==> config.mk <==
export PLATFORM = sky130hd
export DESIGN_NAME = stl_sequencer
export DESIGN_NICKNAME = d
export VERILOG_FILES = /design/src/hdl/stl_fault_lamp.v /design/src/hdl/stl_sequencer.v
export VERILOG_INCLUDE_DIRS = /design/src /design/src/hdl
export SDC_FILE = /design/constraint.sdc
export NUM_CORES = 1
export LEC_CHECK = 0
export BUFFER_PORTS_ARGS = -buffer_cell sky130_fd_sc_hd__buf_2
export CAP_MARGIN = 15
export CORE_MARGIN = 4
export CORE_UTILIZATION = 51
export DETAILED_ROUTE_END_ITERATION = 12
export GPL_TIMING_DRIVEN = 1
export PLACE_DENSITY = 0.89
export RECOVER_POWER = 25
export SLEW_MARGIN = 20
export SYNTH_ARGS = -nofsm -noshare
export SYNTH_HDL_FRONTEND = slang
export SYNTH_HIERARCHICAL = 1
export SYNTH_SLANG_ARGS = --single-unit
==> constraint.sdc <==
create_clock -name mclk -period 2.6 [get_ports mclk]
set_input_delay 0.39 -clock mclk [delete_from_list [all_inputs] [get_ports mclk]]
set_output_delay 0.39 -clock mclk [all_outputs]
set_load 0.05 [all_outputs]
==> src/hdl/stl_map.vh <==
`ifndef STL_MAP_VH
`define STL_MAP_VH
// rotary mode selector positions
`define STL_MODE_NORMAL 4'h0
`define STL_MODE_PARAM 4'h1
`define STL_MODE_TEST 4'h2
`define STL_MODE_EXT 4'hE
// lamp codes, bit 6 down to bit 0
`define STL_RUN_CPU 7'h03
`define STL_RUN_TMR 7'h05
`define STL_RUN_IRQ 7'h07
`define STL_RUN_MEM1 7'h0B
`define STL_RUN_MEM2 7'h0D
`define STL_ERR_CPU 7'h42
`define STL_ERR_TMR 7'h44
`define STL_ERR_IRQ 7'h46
`define STL_ERR_MEM 7'h4E
// phase encoding
`define STL_PH_CPU 3'h0
`define STL_PH_TMR 3'h1
`define STL_PH_IRQ 3'h2
`define STL_PH_MEM1 3'h3
`define STL_PH_MEM2 3'h4
`endif

==> src/hdl/stl_fault_lamp.v <==
`timescale 1ns/1ps
`default_nettype none
module stl_fault_lamp (
  input wire mclk,
  input wire srst,
  input wire normal_mode,
  input wire exchange_start_req,
  input wire no_active_slave,
  input wire duplicate_address,
  output reg fault_lamp
);
  reg req_q;
  always @(posedge mclk) begin
    if (srst) begin
      req_q <= 1'h0;
      fault_lamp <= 1'h0;
    end else begin
      req_q <= exchange_start_req;
      if (!normal_mode) begin
        fault_lamp <= 1'h0;
      end else if (exchange_start_req && !req_q) begin
        // judged only on the rising request; held until the request drops or normal_mode goes low
        fault_lamp <= no_active_slave | duplicate_address;
      end else if (!exchange_start_req) begin
        fault_lamp <= 1'h0;
      end
    end
  end
endmodule
`default_nettype wire

==> src/hdl/stl_sequencer.v <==
`timescale 1ns/1ps
`default_nettype none
`include "stl_map.vh"
module stl_sequencer (
  input wire mclk,
  input wire srst,
  input wire [3:0] mode_select,
  input wire test_done,
  input wire test_pass,
  input wire exchange_start_req,
  input wire no_active_slave,
  input wire duplicate_address,
  output reg [2:0] test_phase,
  output reg test_start,
  output reg test_lamp,
  output reg [6:0] station_number_lamps,
  output reg mode_normal,
  output reg mode_param,
  output reg mode_ext,
  output reg mode_unusable,
  output wire fault_lamp
);
  // wait covers a phase in progress; err is left only by turning the selector
  localparam ST_IDLE = 2'h0;
  localparam ST_RUN = 2'h1;
  localparam ST_WAIT = 2'h2;
  localparam ST_ERR = 2'h3;

  function [6:0] run_code;
    input [2:0] ph;
    begin
      case (ph)
        `STL_PH_CPU: begin
          run_code = `STL_RUN_CPU;
        end
        `STL_PH_TMR: begin
          run_code = `STL_RUN_TMR;
        end
        `STL_PH_IRQ: begin
          run_code = `STL_RUN_IRQ;
        end
        `STL_PH_MEM1: begin
          run_code = `STL_RUN_MEM1;
        end
        `STL_PH_MEM2: begin
          run_code = `STL_RUN_MEM2;
        end
        default: begin
          // codes 5 to 7 never occur; dark lamps would read as a lamp fault
          run_code = `STL_RUN_MEM2;
        end
      endcase
    end
  endfunction

  function [6:0] err_code;
    input [2:0] ph;
    begin
      case (ph)
        `STL_PH_CPU: begin
          err_code = `STL_ERR_CPU;
        end
        `STL_PH_TMR: begin
          err_code = `STL_ERR_TMR;
        end
        `STL_PH_IRQ: begin
          err_code = `STL_ERR_IRQ;
        end
        default: begin
          // both memory phases share one error pattern
          err_code = `STL_ERR_MEM;
        end
      endcase
    end
  endfunction

  // next_ values are formed below and copied into the flops on each edge
  reg [1:0] state;
  reg [1:0] next_state;
  reg [2:0] next_phase;
  reg next_start;
  reg next_test_lamp;
  reg [6:0] next_lamps;
  reg next_normal;
  reg next_param;
  reg next_ext;
  reg next_unusable;

  wire in_test = (mode_select == `STL_MODE_TEST);
  wire phase_last = (test_phase == `STL_PH_MEM2);
  wire [2:0] phase_step = test_phase + 3'h1;

  // positions outside the four named ones are reported, never acted on
  function mode_usable;
    input [3:0] sel;
    begin
      case (sel)
        `STL_MODE_NORMAL: begin
          mode_usable = 1'h1;
        end
        `STL_MODE_PARAM: begin
          mode_usable = 1'h1;
        end
        `STL_MODE_TEST: begin
          mode_usable = 1'h1;
        end
        `STL_MODE_EXT: begin
          mode_usable = 1'h1;
        end
        default: begin
          mode_usable = 1'h0;
        end
      endcase
    end
  endfunction

  always @* begin
    next_normal = (mode_select == `STL_MODE_NORMAL);
    next_param = (mode_select == `STL_MODE_PARAM);
    next_ext = (mode_select == `STL_MODE_EXT);
    next_unusable = !mode_usable(mode_select);
  end

  // registered so a selector caught mid-turn shows up as one clean change
  always @(posedge mclk) begin
    if (srst) begin
      mode_normal <= 1'h0;
      mode_param <= 1'h0;
      mode_ext <= 1'h0;
      mode_unusable <= 1'h0;
    end else begin
      mode_normal <= next_normal;
      mode_param <= next_param;
      mode_ext <= next_ext;
      mode_unusable <= next_unusable;
    end
  end

  always @* begin
    next_state = state;
    next_phase = test_phase;
    next_start = 1'h0;
    next_test_lamp = 1'h0;
    next_lamps = station_number_lamps;
    if (!in_test) begin
      // leaving test mode drops any held error so the next entry starts clean
      next_state = ST_IDLE;
      next_phase = `STL_PH_CPU;
      next_lamps = 7'h00;
    end else begin
      next_test_lamp = 1'h1;
      case (state)
        ST_IDLE: begin
          next_state = ST_RUN;
          next_phase = `STL_PH_CPU;
        end
        ST_RUN: begin
          next_start = 1'h1;
          next_lamps = run_code(test_phase);
          next_state = ST_WAIT;
        end
        ST_WAIT: begin
          // a done in the cycle of the start pulse is taken as well
          if (test_done && !test_pass) begin
            next_lamps = err_code(test_phase);
            next_state = ST_ERR;
          end else if (test_done) begin
            next_state = ST_RUN;
            if (phase_last) begin
              next_phase = `STL_PH_CPU;
            end else begin
              next_phase = phase_step;
            end
          end
        end
        ST_ERR: begin
          // no retry from here: a retry could pass and hide an intermittent fault
          next_state = ST_ERR;
        end
        default: begin
          // unreachable with four codes; kept as a safe way back
          next_state = ST_IDLE;
        end
      endcase
    end
  end

  // every diagnostic output is a flop, so the lamps never glitch
  always @(posedge mclk) begin
    if (srst) begin
      state <= ST_IDLE;
      test_phase <= `STL_PH_CPU;
      test_start <= 1'h0;
      test_lamp <= 1'h0;
      station_number_lamps <= 7'h00;
    end else begin
      state <= next_state;
      test_phase <= next_phase;
      test_start <= next_start;
      test_lamp <= next_test_lamp;
      station_number_lamps <= next_lamps;
    end
  end

  // the fault lamp follows start requests only in the two service modes
  stl_fault_lamp u_fault (
    .mclk(mclk),
    .srst(srst),
    .normal_mode(mode_normal | mode_ext),
    .exchange_start_req(exchange_start_req),
    .no_active_slave(no_active_slave),
    .duplicate_address(duplicate_address),
    .fault_lamp(fault_lamp)
  );
endmodule
`default_nettype wire

== Word-level counts from Yosys, hierarchy flattened ==
Cells that the tools add are included.

* $add $sub $neg: 1
* Equality and inequality tests: 15
* Muxes and demuxes: 16
* Bitwise logic cells: 4
* Reductions and logical operators: 15

{| class="wikitable"
|+ Operators by type and width
! kind !! count
|-
| one-hot mux 4 bit (4 select lines) || 1
|-
| one-hot mux 7 bit (2 select lines) || 1
|-
| one-hot mux 4 bit (3 select lines) || 1
|-
| two-way mux 3 bit || 3
|-
| one-hot mux 2 bit (4 select lines) || 1
|-
| two-way mux 7 bit || 1
|-
| equality test 3 x 2 -> 1 bit (second input constant) || 2
|-
| != test 2 bit (second input constant) || 3
|-
| one-hot mux 3 bit (2 select lines) || 1
|-
| two-way mux 1 bit || 5
|-
| equality test 2 bit (second input constant) || 2
|-
| equality test 4 x 1 -> 1 bit (second input constant) || 1
|-
| equality test 4 x 2 -> 1 bit (second input constant) || 1
|-
| equality test 4 bit (second input constant) || 1
|-
| zero test 4 bit || 1
|-
| two-way mux 2 bit || 2
|-
| nonzero test 2 bit || 2
|-
| OR reduction 2 bit || 2
|-
| OR reduction 4 bit || 1
|-
| adder 3 x 1 -> 3 bit (second input constant) || 1
|-
| equality test 3 x 1 -> 1 bit (second input constant) || 1
|-
| equality test 3 bit (second input constant) || 1
|-
| zero test 1 bit || 3
|-
| zero test 3 bit || 1
|-
| other kinds (9) || 12
|}

* Flip-flop bits (word level): 20
* Bits of input ports: 11
* Output and inout bits: 17
* Word-level logic and storage cells: 62

== Longest topological paths before layout ==
Gate-level depths: netlist of run 1.

* Depth in word-level cells: 5
* Depth in mapped cells: 6
* Mapped depth without buffers: 6

== Cells and area by module ==
The synthesis of run 1 kept the hierarchy.

{| class="wikitable"
|+ By module, submodules not included
! module !! instances !! cells an instance !! area each (µm²) !! sequential area each (µm²)
|-
| stl_sequencer || 1 || 82 || 729.4 || 320.3
|-
| stl_fault_lamp || 1 || 6 || 75.1 || 40.0
|}

== Least setup slack after synthesis of run 1 ==
Ideal clock, no wire load.

* Path type: register -> register
* Start point: reg test_phase[0]
* End point: reg station_number_lamps[3]
* Arrival time: 1.608 ns
* Setup slack: 0.901 ns
* Cell stages (with the launch flop): 5
* Path buffers: 0
* Path through: dfxtp_1 -> inv_1 -> ha_1 -> or3_1 -> a311oi_1

* Cells in the longest elaborated chain, start to end: 4

{| class="wikitable"
|+ RTL lines
! what !! line !! RTL
|-
| start: declaration || stl_sequencer.v:13 || <nowiki>output reg [2:0] test_phase,</nowiki>
|-
| start signal: assignment || stl_sequencer.v:192 || <nowiki>test_phase <= `STL_PH_CPU;</nowiki>
|-
| start signal: assignment || stl_sequencer.v:198 || <nowiki>test_phase <= next_phase;</nowiki>
|-
| equality test 3 x 2 -> 1 bit, or another cell as far along || stl_sequencer.v:32, stl_sequencer.v:59 ||
|-
| one-hot mux 4 bit (3 select lines) || stl_sequencer.v:59 || <nowiki>case (ph)</nowiki>
|-
| two-way mux 7 bit || stl_sequencer.v:164 || <nowiki>if (test_done && !test_pass) begin</nowiki>
|-
| one-hot mux 7 bit (2 select lines) (*) || stl_sequencer.v:152 || <nowiki>case (state)</nowiki>
|-
| end signal: assignment || stl_sequencer.v:201 || <nowiki>station_number_lamps <= next_lamps;</nowiki>
|-
| end: declaration || stl_sequencer.v:16 || <nowiki>output reg [6:0] station_number_lamps,</nowiki>
|}

Every way passes the cells marked *; elsewhere a longest branch is shown, timed or not. The select of a mux whose other input is x is not followed.
A chain may end at the register's enable or synchronous reset.

== Final worst setup path of run 1 ==
Ends and elaborated chain as after synthesis.

==> metrics.md, run 1 <==
| Metric | Value |
|---|---|
| Antenna violations before repair | 0 |
| DRC viols | 0 |
| DP HPWL | 1.22 mm |
| Crit. End Element | register |
| Final WS setup | 1.16 ns |
| Sequential area share after synthesis | 44.8% |
| Die Width | 47.7 um |
| Core area | 1510 um2 |
| CTS root buf | clkbuf_4 |
| Worst-path maximum fanout | 6 |
| Critical Path Stages | 4 |
| Fillers | 128 |
| Top-count cell post-synth | dfxtp_1 |
| Critical Path Max Stage Delay | 0.44 ns |
| Vias in the first global route | 615 |
| Crit-path leading delay family | flip-flops |
| Final hold viol count | 0 |
| Largest net degree at the start of global routing | 13 |
| Critical path launch point | test_phase[0] |
| Dpl ws | 1.12 ns |
| CTS tree | yes |
| Synthesized netlist cell count | 88 |
| Status | complete, no violations |
| TritonCTS Buffers | 3 |
| Final nets | 132 |
| Clock latency on the worst-skew pair | 0.29 ns |
| H-tree depth | 1 |
| Area of the multi-input gates | 393 um2 |
| Cts hold-fix bufs | 0 |
| R2R depth | 4 |
| Synthesis Warnings | 6 |
| Fraction of layout cells with a size suffix above 1 | 27.8% |
| Reg-to-reg endpoint | station_number_lamps[3] |
| Clk buf depth | 2 |
| Drt first pass iters | 4 |
| Slew Viols, Final | 0 |
| Total die area | 2280 um2 |
| Routed via count | 697 |
| Starting DRT DRC Count | 30 |
| Clk slew on worst S/H paths | 0.10 ns |
| Post-synth top flop | dfxtp_1 |
| I/O Buffers | 25 |
| # resized after CTS | 0 |
| Vias/cell | 5.32 |
| Pleak | 0.446 nW |
| Fmax | 695 MHz |
| CP Data Arrival Time | 1.65 ns |
| PwrDens | 514 nW/um2 |
| Crit path to | station_number_lamps[3] |
| Clock sink count | 18 |
| Routed wire length | 1.55 mm |
| RSZ-0062 raised after global routing | no |
| # rows | 14 |
| Number of synthesized register bits | 18 |
| Hold Crit Class | primary input to register |
| Post-synth EDFFs | 0 |
| Initial core utilization | 53.4% |
| Final RePlAce weighted congestion | 0.818 |
| WP buf/inv | 1 |
| Worst hold slack | 0.299 ns |
| Final setup violation count | 0 |
| Routed Antenna Nets | 0 |
| TNS Setup | 0 ns |
| Startpoint types | register |
| Critical path class | register to register |
| Inst Count DP | 127 |
| Post-CTS Setup Inserts | 0 |
| Post-synth top area share | 44.8% |
| Max-Cap Viols | 0 |
| Die Y | 47.7 um |
| Maximum vdd drop | 0.318 mV |
| Clock skew | 0.00285 ns |
| Synthesized area | 805 um2 |
| ANT cells | 0 |
| Post-synth top area cell | dfxtp_1 |
| Synth-to-Final Area Change | 18.7% |
| First-pass GRT wire length | 2.48 mm |
| IO Count | 28 |
| Fin crit period | 1.44 ns |
| Total Routing Usage GR | 15.2% |
| Tcrit/Tclk final | 55.4% |
| CP cell instances | inv_1, ha_1, or3_1, a311oi_1 |
| Post-synth ARST share | 0% |
| Synth area leaders | dfxtp_1 (45%), ha_1 (7.8%), nor2_1 (7.5%) |
| Commonest cells in the netlist | dfxtp_1 (18), nor2_1 (16), inv_1 (6) |
| Fin cells | 131 |
| Wire per inst | 11.8 um |
| Register area | 360 um2 |
| CP Data Required Time | 2.81 ns |
| Distinct cells, synth | 31 |
| Post-synthesis average cell area | 9.14 um2 |
| Worst R2R Start | test_phase[0] |
| Slowest CP cell | dfxtp_1 |
| Gr ovfl total | 0 |
| R2r setup slk | 1.16 ns |
## power by group
part           switching [mW]  total (mW)  internal (mW)  leakage [nW]
Sequential            0.00157       0.281          0.279         0.146
Clock                  0.0846       0.170         0.0854        0.0210
Combinational          0.0280      0.0397         0.0116         0.279
Total                   0.114       0.490          0.376         0.446
## per-layer routing
| layer | GRT usage (%) | vias up | share of wire [%] |
|---|---|---|---|
| met2 | 24.8 | 23 | 50 |
| met3 | 2.63 | 5 | 5.5 |
| met1 | 18.6 | 319 | 41 |
| met5 | 0 | - | 0 |
| met4 | 9.14 | 0 | 2.6 |
| li1 | - | 350 | - |
## state kept, by name (all words and copies together) (netlist names)
register,cells
mode_normal,1
u_fault/req_q,1
test_lamp,1
mode_unusable,1
station_number_lamps,5
state,2
test_phase,3
mode_ext,1
u_fault/fault_lamp,1
test_start,1
mode_param,1
## worst min-delay path by stage
stage | start | endpoint | depth (start not counted)
5_1_grt | srst | mode_unusable | 2
3_3_place_gp | station_number_lamps[3] | station_number_lamps[3] | 2
6_report | srst | mode_unusable | 2
2_1_floorplan | srst | mode_unusable | 1
3_5_place_dp | station_number_lamps[1] | station_number_lamps[1] | 2
4_1_cts | mode_select[0] | mode_normal | 2
## layout by cell type (no fill, tap or decap), drive strengths merged, types with 2 or more instances in the layout
| master | instances |
|---|---|
| a211oi | 3 |
| a21oi | 5 |
| a311oi | 2 |
| buf | 23 |
| clkbuf | 6 |
| conb | 2 |
| dfxtp | 18 |
| ha | 5 |
| inv | 6 |
| mux2i | 2 |
| nand2 | 4 |
| nand2b | 3 |
| nor2 | 16 |
| nor2b | 2 |
| nor3 | 3 |
| o21ai | 4 |
| or4 | 2 |
## area by class of cell
cell class              count  share of cell area, %
clock buffers               4                   3.80
inverters                   6                   2.36
multi-input cells          62                   41.2
flip-flops and latches     18                   37.7
well taps                  16                   2.10
repair buffers             25                   12.8
## cell families (layout without fill, tap and decap cells)
logic type	Yosys count	count (layout)	share of synthesized area, %
compound gates	18	18	14.9
simple gates	35	35	23.5
buf+inv	9	35	6.06
other cells	1	2	0.466
flops	18	18	44.8
mux	2	2	2.49
fa+ha+maj	5	5	7.78
## through the flow
stage	total power, mW	instance area, um2	utilization, %
3_3_place_gp	0.326	927	61.5
6_report	0.490	955	63.4
2_1_floorplan	0.315	808	-
5_1_grt	0.504	955	63.4
4_1_cts	0.492	963	64.0
3_5_place_dp	0.328	927	61.5
Note: power is estimated with default switching activity, not from simulation.
==> inputs of run 2 (changes only) <==
Settings changed: CORE_UTILIZATION 51 to 42, PLACE_DENSITY 0.89 to 0.8.
Clock period 2.6 ns to 1.26 ns, I/O delays scaled along.
==> metrics.md, run 2 (synthesis results as in run 1) <==
| Metric | Value |
|---|---|
| Status | finished with violations |
| Violated checks | negative setup slack |
| Most common cell after layout, fill and taps aside | buf_2 |
| Maximum vdd drop | 0.407 mV (+28%) |
| ANT cells | 0 (unchanged) |
| Antenna violations before repair | 0 (unchanged) |
| Largest Register | station_number_lamps |
| Routed via count | 701 (+0.57%) |
| CP cell instances | inv_2, ha_4, or3_4, a311oi_1 |
| Vias in the first global route | 644 (+4.7%) |
| Worst hold path cell count | 3 (+1) |
| Final nets | 138 (+4.5%) |
| Crit. End Element | register |
| Clk buf depth | 2 (unchanged) |
| Routed wire length | 1.83 mm (+18%) |
| Clock sink count | 18 (unchanged) |
| Clock power share | 34.8% (about the same) |
| CTS root buf | clkbuf_4 |
| CP Data Arrival Time | 1.50 ns (-0.15 ns) |
| Core area | 1760 um2 (+17%) |
| NetSw | 0.240 mW (+110%) |
| R2R depth | 4 (unchanged) |
| I/O Buffers | 25 (unchanged) |
| First-pass GRT wire length | 2.76 mm (+11%) |
| Vias/cell | 4.80 (-9.8%) |
| Clock latency on the worst-skew pair | 0.29 ns (about the same) |
| Total Routing Usage GR | 14.0% (-1.2 points) |
| Fraction of layout cells with a size suffix above 1 | 44.6% (+17 points) |
| Met1 usage | 15.0% (-3.5 points) |
| Die Y | 51.8 um (+8.5%) |
| WP buf/inv | 1 (unchanged) |
| Startpoint types | register |
| Worst R2R Start | test_phase[0] |
| Fin crit period | 1.29 ns (-0.151 ns) |
| Final hold viol count | 0 (unchanged) |
| Max FFs per register | 5 (unchanged) |
| Slew Viols, Final | 0 (unchanged) |
| DP HPWL | 1.26 mm (+3.4%) |
| CP Data Required Time | 1.47 ns (-1.34 ns) |
| Max-Cap Viols | 0 (unchanged) |
| Sw frac | 23.7% (+0.38 points) |
| Drt first pass iters | 4 (unchanged) |
| CTS tree | yes |
| TritonCTS Buffers | 3 (unchanged) |
| Final RePlAce weighted congestion | 0.788 (-3.7%) |
| Slowest CP cell | dfxtp_4 |
| RSZ-0062 raised after global routing | yes |
| IO Count | 28 (unchanged) |
| Total chip power | 1.02 mW (+110%) |
| R2r setup slk | -0.03 ns (-1.19 ns) |
| GR Util met3 | 3.15% (+0.52 points) |
| Reg-to-reg endpoint | station_number_lamps[3] |
| Critical path class | register to register |
| Tcrit/Tclk final | 102% (+47 points) |
| Crit-path leading delay family | flip-flops |
| Pleak | 0.488 nW (+9.3%) |
| GR Layer Usage met2 | 24.4% (-0.44 points) |
| Final setup violation count | 1 (+1) |
| H-tree depth | 1 (unchanged) |
| Wire per inst | 12.5 um (+5.8%) |
| Register share of total power | 56.5% (-0.7 points) |
| Total die area | 2680 um2 (+18%) |
| Fmax | 776 MHz (+12%) |
| Largest net degree at the start of global routing | 13 (unchanged) |
| Int Power | 0.775 mW (+110%) |
| Starting DRT DRC Count | 15 (-50%) |
| Area of the multi-input gates | 458 um2 (+17%) |
| Synth-to-Final Area Change | 35.6% |
| Most frequent cells in the layout | buf_2 (23), nor2_1 (16), dfxtp_1 (14) |
| Die Width | 51.8 um (+8.5%) |
| Worst hold slack | 0.124 ns (-0.175 ns) |
| Hold Path End | mode_param |
| Critical Path Max Stage Delay | 0.40 ns (-0.04 ns) |
| Top flop regs | station_number_lamps: 5 flops, test_phase: 3 flops, state: 2 flops |
| Clock skew | 0.00337 ns (+0.000518 ns) |
| Hold Crit Class | primary input to register |
| Final WS setup | -0.0283 ns (-1.19 ns) |
| Fillers | 158 (+23%) |
| Comb pwr share | 8.8% (+0.7 points) |
| Routed Antenna Nets | 0 (unchanged) |
| Initial core utilization | 45.6% (-7.8 points) |
| DRC viols | 0 (unchanged) |
| Global route hottest layer | met2 |
| Gr ovfl total | 0 (unchanged) |
| # rows | 15 (+1) |
| Register area | 373 um2 (+3.5%) |
| Clk slew on worst S/H paths | 0.10 ns (about the same) |
| PwrDens | 930 nW/um2 (+81%) |
| Worst-path maximum fanout | 5 (-1) |
| Hold Crit Start | mode_select[0] |
[run 2: changes by cell type in the layout (fill, tap and decap cells not counted), sizes merged]
cell / delta
buf: +6
[run 2: worst max-delay path by stage]
stage,start,depth (start not counted),slack (ns),end
after floorplan,test_phase[1],4,-0.04,station_number_lamps[3]
after global placement,mode_select[3],3,0.02,station_number_lamps[1]
after detailed placement,test_phase[0],5,-0.02,test_phase[2]
after CTS,test_phase[1],4,-0.02,station_number_lamps[3]
after global routing,test_phase[1],4,-0.04,station_number_lamps[3]
final,test_phase[0],4,-0.03,station_number_lamps[3]
[run 2: worst register-to-register path, cell delays in order (launching register included)]
cell      delay (ns)
dfxtp_4         0.40
inv_2           0.07
ha_4            0.17
or3_4           0.36
a311oi_1        0.20
[run 2: routing by layer]
metal | vias up | share of wire, %
met5 | - | 0
met4 | 0 | 1.4
met3 | 3 | 5.2
met2 | 20 | 50
met1 | 309 | 43
li1 | 369 | -
[run 2: final cells by class]
type	count	share of cell area, %
inverters	6	2.29
well taps	25	2.87
clock buffers	4	3.33
flip-flops and latches	18	34.2
multi-input cells	62	42.0
repair buffers	31	15.4
[run 2: repair_timing]
action	CTS	global route
pin swaps	2	1
hold buffers	0	0
setup buffers	1	0
resized for setup	3	8
endpoints found under the setup margin	4	5
[run 2: power groups by stage]
stage,registers (mW),clock network (mW),logic (mW)
global route,0.575,0.387,0.0952
finish,0.573,0.353,0.0891
global placement,0.586,0,0.0865
CTS,0.573,0.365,0.0894
floorplan,0.604,0,0.0398
detailed placement,0.586,0,0.0886
[run 2: through the flow]
step	TNS [ns]	util, %	area [um2]	setup slack (ns)	cells
after floorplan	-0.0774	-	827	-0.0389	89
after CTS	-0.0219	59.6	1050	-0.0219	146
after detailed placement	-0.0220	56.4	995	-0.0220	141
after global placement	0	56.4	995	0.0243	141
after global routing	-0.0813	61.8	1090	-0.0420	146
final	-0.0283	61.8	1090	-0.0283	146
